**src/logic/rstc_consts.svh**
```systemverilog
// Constants of the reset controller register block
`ifndef RSTC_CONSTS_SVH
`define RSTC_CONSTS_SVH

// ============================================================
// Register offsets
`define RSTC_OFS_COMMAND 8'h00
`define RSTC_OFS_STATUS 8'h04
`define RSTC_OFS_MODE 8'h08
`define RSTC_OFS_IRQ_STATUS 8'h0C
`define RSTC_OFS_IRQ_MASK 8'h10

// ============================================================
// Key field
`define RSTC_KEY_MSB 31
`define RSTC_KEY_LSB 24
`define RSTC_KEY_VALUE 8'hA5

// ============================================================
// Command bits
`define RSTC_CMD_CPU_BIT 0
`define RSTC_CMD_PERIPH_BIT 2
`define RSTC_CMD_PIN_BIT 3

// ============================================================
// Status fields
`define RSTC_ST_EDGE_BIT 0
`define RSTC_ST_CAUSE_LSB 8
`define RSTC_ST_LEVEL_BIT 16
`define RSTC_ST_BUSY_BIT 17

// ============================================================
// Mode fields
`define RSTC_MODE_EN_BIT 0
`define RSTC_MODE_IRQ_BIT 4
`define RSTC_MODE_LEN_LSB 8
`define RSTC_MODE_LEN_MSB 11

// ============================================================
// Interrupt status bits
`define RSTC_IRQ_EDGE_BIT 0
`define RSTC_IRQ_SWDONE_BIT 1

// ============================================================
// Reset values and timing
`define RSTC_MODE_RESET 32'h0000_0001
`define RSTC_STATUS_RESET 32'h0000_0000
`define RSTC_SW_SLOW_CYCLES 17'h0_0003
`define RSTC_USER_STARTUP_CYCLES 17'h0_0003
`define RSTC_WDOG_SLOW_CYCLES 17'h0_0003

`endif

```
**src/logic/rstc_pkg.sv**
```systemverilog
// Types of the reset controller register block
package rstc_pkg;

    typedef enum logic [2:0] {
        RSTC_CAUSE_GENERAL = 3'h0,
        RSTC_CAUSE_BACKUP = 3'h1,
        RSTC_CAUSE_WATCHDOG = 3'h2,
        RSTC_CAUSE_SOFTWARE = 3'h3,
        RSTC_CAUSE_USER = 3'h4
    } rstc_cause_type;

    typedef enum logic [2:0] {
        RSTC_ST_IDLE = 3'h0,
        RSTC_ST_SW = 3'h1,
        RSTC_ST_USER = 3'h2,
        RSTC_ST_USER_END = 3'h3,
        RSTC_ST_WDOG = 3'h4
    } rstc_state_type;

    // Slow clock cycles of the pin pulse: 2^(len+1)
    function automatic logic [16:0] rstc_pulse_cycles(input logic [3:0] len);
        logic [16:0] one;
        one = 17'h0_0001;
        rstc_pulse_cycles = one << ({1'b0, len} + 5'h01);
    endfunction : rstc_pulse_cycles

endpackage : rstc_pkg

```
**src/logic/rstc_slow_timer.sv**
```systemverilog
// Slow clock cycle down counter with busy and done
`timescale 1ns/1ps
module rstc_slow_timer #(
    parameter int CNT_W = 17
) (
    input wire logic clk,
    input wire logic rst_b,
    input wire logic clk_en,
    input wire logic start,
    input wire logic [CNT_W-1:0] cycles,
    input wire logic slow_tick,
    output logic busy,
    output logic done
);
    logic [CNT_W-1:0] cnt_r;
    logic [CNT_W-1:0] cnt_nxt;
    logic busy_nxt;
    logic done_nxt;
    logic last_tick;

    assign last_tick = busy && slow_tick && (cnt_r == CNT_W'(1));
    assign cnt_nxt = start ? cycles : (busy && slow_tick) ? cnt_r - CNT_W'(1) : cnt_r;
    assign busy_nxt = start ? 1'b1 : (last_tick ? 1'b0 : busy);
    assign done_nxt = last_tick && !start;

    always_ff @(posedge clk) begin
        if (!rst_b) begin
            cnt_r <= '0;
            busy <= 1'b0;
            done <= 1'b0;
        end else if (clk_en) begin
            cnt_r <= cnt_nxt;
            busy <= busy_nxt;
            done <= done_nxt;
        end
    end
endmodule : rstc_slow_timer

```
**src/logic/rstc_regs.sv**
```systemverilog
// Reset controller: keyed command, status, mode, pin pulse and irq
//
// The address-and-strobe port was decided locally.
`timescale 1ns/1ps
`include "rstc_consts.svh"
module rstc_regs (
    input wire logic clk,
    input wire logic rst_b,
    input wire logic clk_en,
    input wire logic slow_tick,
    input wire logic [7:0] addr,
    input wire logic [31:0] wdata,
    input wire logic wr_stb,
    input wire logic rd_stb,
    output logic [31:0] rdata,
    input wire logic pin_in,
    output logic pin_out,
    output logic pin_oe,
    input wire logic backup_evt,
    input wire logic watchdog_evt,
    output logic cpu_reset,
    output logic periph_reset,
    output logic irq
);
    import rstc_pkg::*;

    // Mode reset word, split into its fields below
    localparam logic [31:0] MODE_RESET_WORD = `RSTC_MODE_RESET;

    // ============================================================
    // State
    rstc_state_type state_r;
    rstc_state_type state_nxt;
    rstc_cause_type cause_r;
    rstc_cause_type cause_nxt;
    logic pin_level_r;
    logic edge_flag_r;
    logic edge_flag_nxt;
    logic en_r;
    logic irq_en_r;
    logic [3:0] len_r;
    logic [1:0] irq_stat_r;
    logic [1:0] irq_stat_nxt;
    logic [1:0] irq_mask_r;
    logic cmd_cpu_r;
    logic cmd_periph_r;
    logic cpu_reset_nxt;
    logic periph_reset_nxt;
    logic irq_nxt;
    logic [31:0] rdata_nxt;

    // ============================================================
    // Bus decode
    wire key_ok = (wdata[`RSTC_KEY_MSB:`RSTC_KEY_LSB] == `RSTC_KEY_VALUE);
    wire wr_cmd = wr_stb && (addr == `RSTC_OFS_COMMAND);
    wire wr_mode = wr_stb && (addr == `RSTC_OFS_MODE) && key_ok;
    wire wr_istat = wr_stb && (addr == `RSTC_OFS_IRQ_STATUS);
    wire wr_imask = wr_stb && (addr == `RSTC_OFS_IRQ_MASK);
    wire rd_status = rd_stb && (addr == `RSTC_OFS_STATUS);
    wire busy = (state_r == RSTC_ST_SW);
    wire idle_now = (state_r == RSTC_ST_IDLE);

    // Any of the three command bits set
    function automatic logic cmd_bits_set(input logic [31:0] word);
        cmd_bits_set = word[`RSTC_CMD_CPU_BIT] || word[`RSTC_CMD_PERIPH_BIT]
                       || word[`RSTC_CMD_PIN_BIT];
    endfunction : cmd_bits_set

    wire cmd_any = cmd_bits_set(wdata);
    // Keyed, idle and at least one command bit set
    wire sw_go = wr_cmd && key_ok && !busy && idle_now && cmd_any;
    wire sw_pin_go = sw_go && wdata[`RSTC_CMD_PIN_BIT];

    // ============================================================
    // Slow clock timers
    logic sw_start;
    logic [16:0] sw_cycles;
    logic sw_done;
    logic pin_echo_r;
    logic pin_start;
    logic pin_busy;
    logic pin_done;

    // Watchdog aborts a running software reset
    wire wdog_go = watchdog_evt && (state_r == RSTC_ST_IDLE || state_r == RSTC_ST_SW);
    wire pin_low = !pin_level_r;
    // Own pulse still echoes on the line for one cycle after pin_oe drops
    wire user_go = (state_r == RSTC_ST_IDLE) && en_r && pin_low && !pin_busy
                   && !pin_oe && !pin_echo_r && !sw_go && !wdog_go;
    wire user_rise = (state_r == RSTC_ST_USER) && !pin_low;

    assign sw_start = sw_go || wdog_go || user_rise;
    assign sw_cycles = wdog_go ? `RSTC_WDOG_SLOW_CYCLES
                     : user_rise ? `RSTC_USER_STARTUP_CYCLES
                     : `RSTC_SW_SLOW_CYCLES;
    assign pin_start = sw_pin_go || (wdog_go && !pin_busy);

    rstc_slow_timer #(
        .CNT_W(17)
    ) u_state_timer (
        .clk(clk),
        .rst_b(rst_b),
        .clk_en(clk_en),
        .start(sw_start),
        .cycles(sw_cycles),
        .slow_tick(slow_tick),
        .busy(),
        .done(sw_done)
    );

    rstc_slow_timer #(
        .CNT_W(17)
    ) u_pin_timer (
        .clk(clk),
        .rst_b(rst_b),
        .clk_en(clk_en),
        .start(pin_start),
        .cycles(rstc_pulse_cycles(len_r)),
        .slow_tick(slow_tick),
        .busy(pin_busy),
        .done(pin_done)
    );

    // ============================================================
    // Reset sequencer
    always_comb begin
        state_nxt = state_r;
        cause_nxt = cause_r;
        case (state_r)
            RSTC_ST_IDLE: begin
                if (wdog_go) begin
                    state_nxt = RSTC_ST_WDOG;
                end else if (sw_go) begin
                    state_nxt = RSTC_ST_SW;
                end else if (user_go) begin
                    state_nxt = RSTC_ST_USER;
                end
            end
            RSTC_ST_SW: begin
                if (wdog_go) begin
                    state_nxt = RSTC_ST_WDOG;
                end else if (sw_done) begin
                    state_nxt = RSTC_ST_IDLE;
                    if (cmd_cpu_r) begin
                        cause_nxt = RSTC_CAUSE_SOFTWARE;
                    end
                end
            end
            RSTC_ST_USER: begin
                if (user_rise) begin
                    state_nxt = RSTC_ST_USER_END;
                end
            end
            RSTC_ST_USER_END: begin
                if (sw_done) begin
                    state_nxt = RSTC_ST_IDLE;
                    cause_nxt = RSTC_CAUSE_USER;
                end
            end
            RSTC_ST_WDOG: begin
                if (sw_done) begin
                    state_nxt = RSTC_ST_IDLE;
                    cause_nxt = RSTC_CAUSE_WATCHDOG;
                end
            end
            default: begin
                state_nxt = RSTC_ST_IDLE;
            end
        endcase
        if (backup_evt) begin
            cause_nxt = RSTC_CAUSE_BACKUP;
        end
    end

    // Reset outputs follow the state
    wire in_user = (state_nxt == RSTC_ST_USER) || (state_nxt == RSTC_ST_USER_END);
    wire in_wdog = (state_nxt == RSTC_ST_WDOG);
    wire in_sw = (state_nxt == RSTC_ST_SW);
    assign cpu_reset_nxt = in_user || in_wdog
                           || (in_sw && (sw_go ? wdata[`RSTC_CMD_CPU_BIT] : cmd_cpu_r));
    assign periph_reset_nxt = in_user || in_wdog
                              || (in_sw && (sw_go ? wdata[`RSTC_CMD_PERIPH_BIT]
                                                  : cmd_periph_r));

    // ============================================================
    // Flags and interrupt
    wire pin_fall = pin_level_r && !pin_in;
    // Set wins over the read clear
    assign edge_flag_nxt = pin_fall || (edge_flag_r && !rd_status);
    wire [1:0] irq_set = {sw_done && (state_r == RSTC_ST_SW), pin_fall};
    wire [1:0] irq_clr = wr_istat ? wdata[1:0] : 2'h0;
    assign irq_stat_nxt = irq_set | (irq_stat_r & ~irq_clr);
    wire edge_irq = edge_flag_nxt && irq_en_r && !en_r;
    assign irq_nxt = edge_irq || |(irq_stat_nxt & irq_mask_r);

    // ============================================================
    // Read data
    wire [31:0] status_word = {14'h0000, busy, pin_level_r, 5'h00, cause_r,
                               7'h00, edge_flag_r};
    wire [31:0] mode_word = {20'h0_0000, len_r, 3'h0, irq_en_r, 3'h0, en_r};
    always_comb begin
        rdata_nxt = 32'h0000_0000;
        if (rd_stb) begin
            case (addr)
                `RSTC_OFS_STATUS: begin
                    rdata_nxt = status_word;
                end
                `RSTC_OFS_MODE: begin
                    rdata_nxt = mode_word;
                end
                `RSTC_OFS_IRQ_STATUS: begin
                    rdata_nxt = {30'h0000_0000, irq_stat_r};
                end
                `RSTC_OFS_IRQ_MASK: begin
                    rdata_nxt = {30'h0000_0000, irq_mask_r};
                end
                default: begin
                    rdata_nxt = 32'h0000_0000;
                end
            endcase
        end
    end

    // ============================================================
    // Registers
    always_ff @(posedge clk) begin
        if (!rst_b) begin
            state_r <= RSTC_ST_IDLE;
            cause_r <= RSTC_CAUSE_GENERAL;
            // Released line idles high, so no false low after reset
            pin_level_r <= 1'b1;
            edge_flag_r <= 1'b0;
            cmd_cpu_r <= 1'b0;
            cmd_periph_r <= 1'b0;
        end else if (clk_en) begin
            state_r <= state_nxt;
            cause_r <= cause_nxt;
            pin_level_r <= pin_in;
            edge_flag_r <= edge_flag_nxt;
            if (sw_go) begin
                cmd_cpu_r <= wdata[`RSTC_CMD_CPU_BIT];
                cmd_periph_r <= wdata[`RSTC_CMD_PERIPH_BIT];
            end
        end
    end

    always_ff @(posedge clk) begin
        if (!rst_b) begin
            en_r <= MODE_RESET_WORD[`RSTC_MODE_EN_BIT];
            irq_en_r <= MODE_RESET_WORD[`RSTC_MODE_IRQ_BIT];
            len_r <= MODE_RESET_WORD[`RSTC_MODE_LEN_MSB:`RSTC_MODE_LEN_LSB];
            irq_mask_r <= 2'h0;
            irq_stat_r <= 2'h0;
        end else if (clk_en) begin
            if (wr_mode) begin
                en_r <= wdata[`RSTC_MODE_EN_BIT];
                irq_en_r <= wdata[`RSTC_MODE_IRQ_BIT];
                len_r <= wdata[`RSTC_MODE_LEN_MSB:`RSTC_MODE_LEN_LSB];
            end
            if (wr_imask) begin
                irq_mask_r <= wdata[1:0];
            end
            irq_stat_r <= irq_stat_nxt;
        end
    end

    always_ff @(posedge clk) begin
        if (!rst_b) begin
            rdata <= 32'h0000_0000;
            cpu_reset <= 1'b0;
            periph_reset <= 1'b0;
            irq <= 1'b0;
            pin_out <= 1'b0;
            pin_oe <= 1'b0;
        end else if (clk_en) begin
            rdata <= rdata_nxt;
            cpu_reset <= cpu_reset_nxt;
            periph_reset <= periph_reset_nxt;
            irq <= irq_nxt;
            pin_out <= 1'b0;
            pin_oe <= pin_start || (pin_busy && !pin_done);
        end
    end

    // ============================================================
    // Line echo guard
    always_ff @(posedge clk) begin
        if (!rst_b) begin
            pin_echo_r <= 1'b0;
        end else if (clk_en) begin
            pin_echo_r <= pin_oe;
        end
    end
endmodule : rstc_regs

```
**config.mk**
```make
export PLATFORM = sky130hd
export DESIGN_NAME = rstc_regs
export DESIGN_NICKNAME = d
export VERILOG_FILES = /design/src/logic/rstc_pkg.sv /design/src/logic/rstc_slow_timer.sv /design/src/logic/rstc_regs.sv
export VERILOG_INCLUDE_DIRS = /design/src /design/src/logic
export SDC_FILE = /design/constraint.sdc
export NUM_CORES = 1
export LEC_CHECK = 0
export ABC_AREA = 1
export BUFFER_PORTS_ARGS = -buffer_cell sky130_fd_sc_hd__clkbuf_2
export CORE_UTILIZATION = 30
export CTS_CLUSTER_DIAMETER = 80
export DETAILED_ROUTE_END_ITERATION = 8
export SYNTH_ARGS = -nofsm -noshare
export SYNTH_HDL_FRONTEND = slang
export SYNTH_SLANG_ARGS = --single-unit
```
**constraint.sdc**
```tcl
create_clock -name clk -period 2.4 [get_ports clk]
set_clock_uncertainty 0.1 [all_clocks]
set_input_delay 0.12 -clock clk [delete_from_list [all_inputs] [get_ports clk]]
set_output_delay 0.12 -clock clk [all_outputs]
set_load 0.005 [all_outputs]
```
==> impl_metrics.env, run 1 <==
export IMPL_drt_iter0_markers=294
export IMPL_gp_congestion=0.8295
export IMPL_hp_start="rd_stb"
export IMPL_drc=0
export IMPL_grt_setup_unrepaired="false"
export IMPL_async_flop_share_pct=0
export IMPL_io_pins=86
export IMPL_synthTopCellsByArea="dfxtp_1 (32%), nand2_1 (11%), nor2_1 (10%), nand3_1 (8.0%), a21oi_1 (5.2%)"
export IMPL_seq_area_frac_synth_pct=31.91
export IMPL_reg2regPathDepth=10
export IMPL_viasPerCell=4.736
export IMPL_worst_setup_path_start_kind="flip-flop"
export IMPL_fmax_mhz=490.9
export IMPL_hold_path_class="in2reg"
export IMPL_slew_headroom_pct=52.99
export IMPL_drv_cap=0
export IMPL_r2r_setup_slack_ns=0.36
export IMPL_hold_violations=0
export IMPL_dpl_hpwl_um=8500
export IMPL_required_ns=2.53
export IMPL_final_min_clock_period_ns=2.037
export IMPL_start_util_pct=30.96
export IMPL_critPathBufInv=2
export IMPL_core_area_sq_um=14590
export IMPL_fillers=1569
export IMPL_fp_dieArea_sq_um=15550
export IMPL_preCtsSetupSlack_ns=0.3705
export IMPL_wirelength_um=11550
export IMPL_antenna_found_initial=0
export IMPL_crit_path_max_incr_delay_ns=0.33
export IMPL_synth_top_cell_by_area="dfxtp_1"
export IMPL_cp_top_family="simple AND/OR/NAND/NOR gates"
export IMPL_critPathCaptureType="flip-flop"
export IMPL_post_route_period_util_pct=84.88
export IMPL_fin_setup_tns_ns=0
export IMPL_clk_latency_ns=0.34
export IMPL_crit_type="reg2reg"
export IMPL_netlist_area_sq_um=4517
export IMPL_worstHoldEndpoint="rdata[10]$_SDFFE_PN0P_"
export IMPL_grt_usage_pct=15.47
export IMPL_leakagePower_uw=0.002319
export IMPL_setup_viol=0
export IMPL_numCtsBuffers=9
export IMPL_drive_gt1_share_pct=12.23
export IMPL_p_seq_share_pct=36.8
export IMPL_crit_fanout=27
export IMPL_p_int_uw=2515
export IMPL_area_growth_syn_to_layout_pct=15.01
export IMPL_irDropWorstVdd_mv=0.3780
export IMPL_max_slew_worst_pin_slew_ns=0.7035
export IMPL_synth_main_ff_cell="dfxtp_1"
export IMPL_grt_max_degree=37
export IMPL_synth_edf_count=0
export IMPL_synthTopCellsByCount="nand2_1 (132), nor2_1 (125), dfxtp_1 (72), nand3_1 (72), inv_1 (59)"
export IMPL_crit_chain="inv_1 > nand2_2 > nor2_4 > nand4_4 > nand2_8 > nand2_8 > nand2_8 > inv_2 > nor2_1 > nor2_1"
export IMPL_wire_per_inst_um=12.55
export IMPL_die_w_um=124.7
export IMPL_clk_pin_slew_ns=0.06
export IMPL_synth_cells=684
export IMPL_h_tree_depth=3
export IMPL_yosysMostFrequentCell="nand2_1"
export IMPL_drv_slew=0
export IMPL_grt_pass1_wl_um=19560
export IMPL_num_rows=44
export IMPL_r2r_start="state_r[2]$_SDFFE_PN0P_"
export IMPL_cp_common_cell="nand2_8"
export IMPL_die_h_um=124.7
export IMPL_comb_power_share_pct=25.4
export IMPL_synth_seq_cells=72
export IMPL_p_switching_uw=1139
export IMPL_pwr_share_clk_pct=37.8
export IMPL_cts_sinks=72
export IMPL_ys_types=40
export IMPL_outcome="finished, final reports clean"
export IMPL_clockBufferDepth=2
export IMPL_crit_arrival_ns=2.17
export IMPL_synth_top_area_share_pct=31.91
export IMPL_hold_depth=3
export IMPL_grt_pass1_vias=4063
export IMPL_reg2reg_to="u_pin_timer.cnt_r[6]$_SDFFE_PN0P_"
export IMPL_ant_nets=0
export IMPL_yosysWarningCount=0
export IMPL_clock_root_buffer="clkbuf_16"
export IMPL_crit_slowest_cell="dfxtp_1"
export IMPL_p_per_area_nw_per_um2=703.4
export IMPL_layout_nets=785
export IMPL_sw_frac_of_total_pct=31.16
export IMPL_syn_avg_cell_area_sq_um=6.604
export IMPL_diodes=0
export IMPL_cts_tree="done"
export IMPL_firstDrtPassIters=4
export IMPL_port_buffers=46
export IMPL_timing_final_ws_setup_ns=0.3628
export IMPL_vias=4357
export IMPL_overflow=0
-- timing repair --
item / CTS / global route
resized for setup: 0 / 0
hold endpoints to repair: 7 / 0
hold buffers: 7 / 0
setup buffers: 0 / 0
endpoints found under the setup margin: 0 / 0
-- per-layer routing --
layer	vias up	part of all wire, %	global-route usage, %
met1	1979	48	19.86
li1	2271	-	-
met2	89	46	25.71
met3	18	4.0	2.964
met4	0	1.5	5.386
met5	-	0	0
-- worst max path at each step --
stage                            start                           endpoint  slack, ns  cells after the start
3_5_place_dp   state_r[2]$_SDFFE_PN0P_  u_pin_timer.cnt_r[1]$_SDFFE_PN0P_       0.37                     10
4_1_cts        state_r[2]$_SDFFE_PN0P_  u_pin_timer.cnt_r[6]$_SDFFE_PN0P_       0.35                     10
3_3_place_gp   state_r[1]$_SDFFE_PN0P_  u_pin_timer.cnt_r[1]$_SDFFE_PN0P_       0.39                     10
6_report       state_r[2]$_SDFFE_PN0P_  u_pin_timer.cnt_r[6]$_SDFFE_PN0P_       0.36                     10
5_1_grt        state_r[2]$_SDFFE_PN0P_  u_pin_timer.cnt_r[7]$_SDFFE_PN0P_       0.16                     10
2_1_floorplan  state_r[0]$_SDFFE_PN0P_  u_pin_timer.cnt_r[9]$_SDFFE_PN0P_       0.73                     11
-- layout by cell type, fill, tap and decap left out, types with 13 or more instances in the layout --
cell,count
o21ai_0,29
nand2_1,132
inv_1,59
dfxtp_1,72
nand3_1,72
a21oi_1,47
nor2_1,125
conb_1,24
xor2_1,13
clkbuf_2,46
-- logic make-up after synthesis --
family          Yosys count  synth area share [%]
simple gates            365                 36.68
xor+xnor                 24                 4.654
compound gates          109                 13.38
buf+inv                 109                 12.19
flops                    72                 31.91
fa+ha+maj                 4                 1.108
other cells               1               0.08302
-- per-stage QoR --
step	cell area (sq um)	cells	hold WS [ns]	power [uW]	util [%]
6_report	5195	920	0.02560	3654	35.61
5_1_grt	5195	920	0.04610	3880	35.61
4_1_cts	5195	920	0.01989	3688	35.61
3_5_place_dp	4818	898	0.2899	2284	33.03
3_3_place_gp	4818	898	0.2906	2277	33.03
2_1_floorplan	4603	707	0.1464	2116	-
-- worst min-delay path: cells and delay by family --
family / cells / cell delay [ns]
buffers and inverters: 1 / 0.14
AO/OA/AOI/OAI: 1 / 0.05
AND/OR/NAND/NOR: 1 / 0.10
-- power groups by stage --
stage,clock (uW),sequential (uW),combinational (uW)
2_1_floorplan,0,1350,765
3_3_place_gp,0,1370,909
3_5_place_dp,0,1370,915
4_1_cts,1410,1340,933
5_1_grt,1460,1350,1060
6_report,1380,1340,930
-- registers in the layout, indices dropped and copies added, names as in the netlist, 2 cells and up --
| name | flops |
|---|---|
| cause_r | 3 |
| irq_mask_r | 2 |
| irq_stat_r | 2 |
| len_r | 4 |
| rdata | 9 |
| state_r | 3 |
| u_pin_timer.cnt_r | 17 |
| u_state_timer.cnt_r | 17 |
-- cell type report --
type                       instances  area (sq um)  area share [%]
multi-input combinational        526          2611           50.26
sequential                        72          1441           27.75
timing repair buffer              61         372.9           7.177
clock buffer                      12         266.5           5.130
inverter                          62         232.7           4.480
tap                              184         230.2           4.432
clock inverter                     3         40.04          0.7707
Note: power is estimated with default switching activity, not from simulation.
==> run 2: changes to the inputs <==
==> constraint.sdc (replaced) <==
create_clock -name clk -period 2 [get_ports clk]
set_clock_uncertainty 0.1 [all_clocks]
set_input_delay 0.1 -clock clk [delete_from_list [all_inputs] [get_ports clk]]
set_output_delay 0.1 -clock clk [all_outputs]
set_load 0.005 [all_outputs]
==> impl_metrics.env, run 2 (synthesis gave the netlist of run 1 again) <==
export IMPL_crit_arrival_ns=1.90
export IMPL_critPathCaptureType="flip-flop"
export IMPL_fin_setup_tns_ns=0
export IMPL_dp_cells=912
export IMPL_post_route_period_util_pct=90.42
export IMPL_max_slew_worst_pin_slew_ns=0.6553
export IMPL_hold_path_class="in2reg"
export IMPL_overflow=0
export IMPL_hold_violations=0
export IMPL_dpl_hpwl_um=8799
export IMPL_numCtsBuffers=9
export IMPL_fp_dieArea_sq_um=15550
export IMPL_drt_iter0_markers=280
export IMPL_setup_viol=0
export IMPL_fmax_mhz=553.0
export IMPL_final_common_cell="nand2_1"
export IMPL_pwr_share_clk_pct=38.9
export IMPL_num_rows=44
export IMPL_layout_nets=800
export IMPL_reg_largest_list="u_pin_timer.cnt_r (17), u_state_timer.cnt_r (17), rdata (9)"
export IMPL_io_pins=86
export IMPL_die_h_um=124.7
export IMPL_crit_fanout=11
export IMPL_clock_root_buffer="clkbuf_16"
export IMPL_p_per_area_nw_per_um2=840.7
export IMPL_p_switching_uw=1389
export IMPL_drive_gt1_share_pct=14.10
export IMPL_viasPerCell=4.623
export IMPL_antenna_found_initial=0
export IMPL_die_w_um=124.7
export IMPL_grt_pass1_wl_um=20100
export IMPL_dpl_cell_area_sq_um=4923
export IMPL_final_cell_mix="nand2_1 (132), nor2_1 (124), nand3_1 (72), dfxtp_1 (72), inv_1 (59)"
export IMPL_irDropWorstVdd_mv=0.4661
export IMPL_grt_pass1_vias=4136
export IMPL_required_ns=2.10
export IMPL_wire_per_inst_um=12.40
export IMPL_leakagePower_uw=0.002391
export IMPL_outcome="finished, final reports clean"
export IMPL_instances_no_fill=936
export IMPL_preCtsSetupSlack_ns=0.09751
export IMPL_final_min_clock_period_ns=1.808
export IMPL_drv_cap=0
export IMPL_drv_slew=0
export IMPL_diodes=0
export IMPL_p_int_uw=3102
export IMPL_grt_max_degree=32
export IMPL_clk_latency_ns=0.34
export IMPL_grt_setup_unrepaired="false"
export IMPL_comb_power_share_pct=25.2
export IMPL_finish_utilization_pct=36.61
export IMPL_worst_setup_path_start_kind="flip-flop"
export IMPL_area_growth_syn_to_layout_pct=18.25
export IMPL_start_util_pct=30.96
export IMPL_port_buffers=46
export IMPL_grt_usage_pct=15.91
export IMPL_sw_frac_of_total_pct=30.93
export IMPL_cts_sinks=72
export IMPL_firstDrtPassIters=5
export IMPL_core_area_sq_um=14590
export IMPL_timing_final_ws_setup_ns=0.1915
export IMPL_gp_congestion=0.8915
export IMPL_clk_pin_slew_ns=0.06
export IMPL_vias=4327
export IMPL_wirelength_um=11600
export IMPL_drc=0
export IMPL_cts_tree="done"
export IMPL_clockBufferDepth=2
export IMPL_p_seq_share_pct=35.9
export IMPL_slew_headroom_pct=56.25
export IMPL_post_cts_buffers=0
export IMPL_h_tree_depth=3
export IMPL_crit_type="reg2reg"
export IMPL_postLayoutCellArea_sq_um=5341
export IMPL_ant_nets=0
run 2: cell count changes in the layout (fill, tap and decap cells not counted), sizes merged:
cell | before | now
clkinvlp | 0 | 2
dlygate4sd3 | 7 | 8
clkbuf | 58 | 57
bufinv | 1 | 2
buf | 8 | 22
clkinv | 3 | 2
run 2: layout make-up:
| cell class | count | area, sq um |
|---|---|---|
| Clock buffer | 11 | 242.7 |
| Clock inverter | 5 | 80.08 |
| Fill cell | 1557 | 9248 |
| Inverter | 62 | 232.7 |
| Multi-Input combinational cell | 526 | 2626 |
| Sequential cell | 72 | 1441 |
| Tap cell | 184 | 230.2 |
| Timing Repair Buffer | 76 | 488.0 |
run 2: power by group through the flow:
stage	clock [uW]	combinational [uW]	sequential [uW]
global route	1840	1300	1630
global placement	0	1110	1640
detailed placement	0	1110	1640
floorplan	0	918	1620
CTS	1780	1130	1610
finish	1740	1130	1610
run 2: per-layer routing:
| layer | wire length (um) | part of all wire (%) | vias up | GRT usage [%] |
|---|---|---|---|---|
| met5 | 0 | 0 | - | 0 |
| met4 | 174 | 1.5 | 0 | 4.748 |
| met3 | 471 | 4.1 | 14 | 2.964 |
| met2 | 5385 | 46 | 78 | 26.42 |
| met1 | 5572 | 48 | 1933 | 20.77 |
| li1 | - | - | 2302 | - |
run 2: path summary, 6_finish.rpt:
path,depth (start not counted),slack [ns],from,to
worst max-delay path,10,0.19,state_r[2]$_SDFFE_PN0P_,u_pin_timer.cnt_r[15]$_SDFFE_PN0P_
worst max register to register,10,0.19,state_r[2]$_SDFFE_PN0P_,u_pin_timer.cnt_r[15]$_SDFFE_PN0P_
worst min register to register,2,0.36,u_pin_timer.done$_SDFFE_PN0P_,u_pin_timer.done$_SDFFE_PN0P_
worst min-delay path,3,0.01,rd_stb,rdata[10]$_SDFFE_PN0P_
run 2: worst max-delay path, stage by stage, from the launching register on:
cell     delay (ns)
dfxtp_1        0.33
inv_1          0.16
nand2_2        0.12
nor2_4         0.15
nand4_4        0.17
nand2_8        0.16
nand2_8        0.08
nand2_8        0.11
inv_2          0.12
nand2_1        0.10
a21oi_2        0.05
run 2: repair_timing:
action,4_1_cts,5_1_grt
endpoints found under the setup margin,0,3
hold endpoints to repair,8,0
hold buffers,8,0
resized for setup,0,3
run 2: per-stage QoR:
stage / hold WS, ns / power [uW]
after floorplan: 0.1264 / 2540
after global placement: 0.2613 / 2746
after detailed placement: 0.2732 / 2753
after CTS: 0.001230 / 4522
after global routing: 0.03498 / 4768
final: 0.01465 / 4490
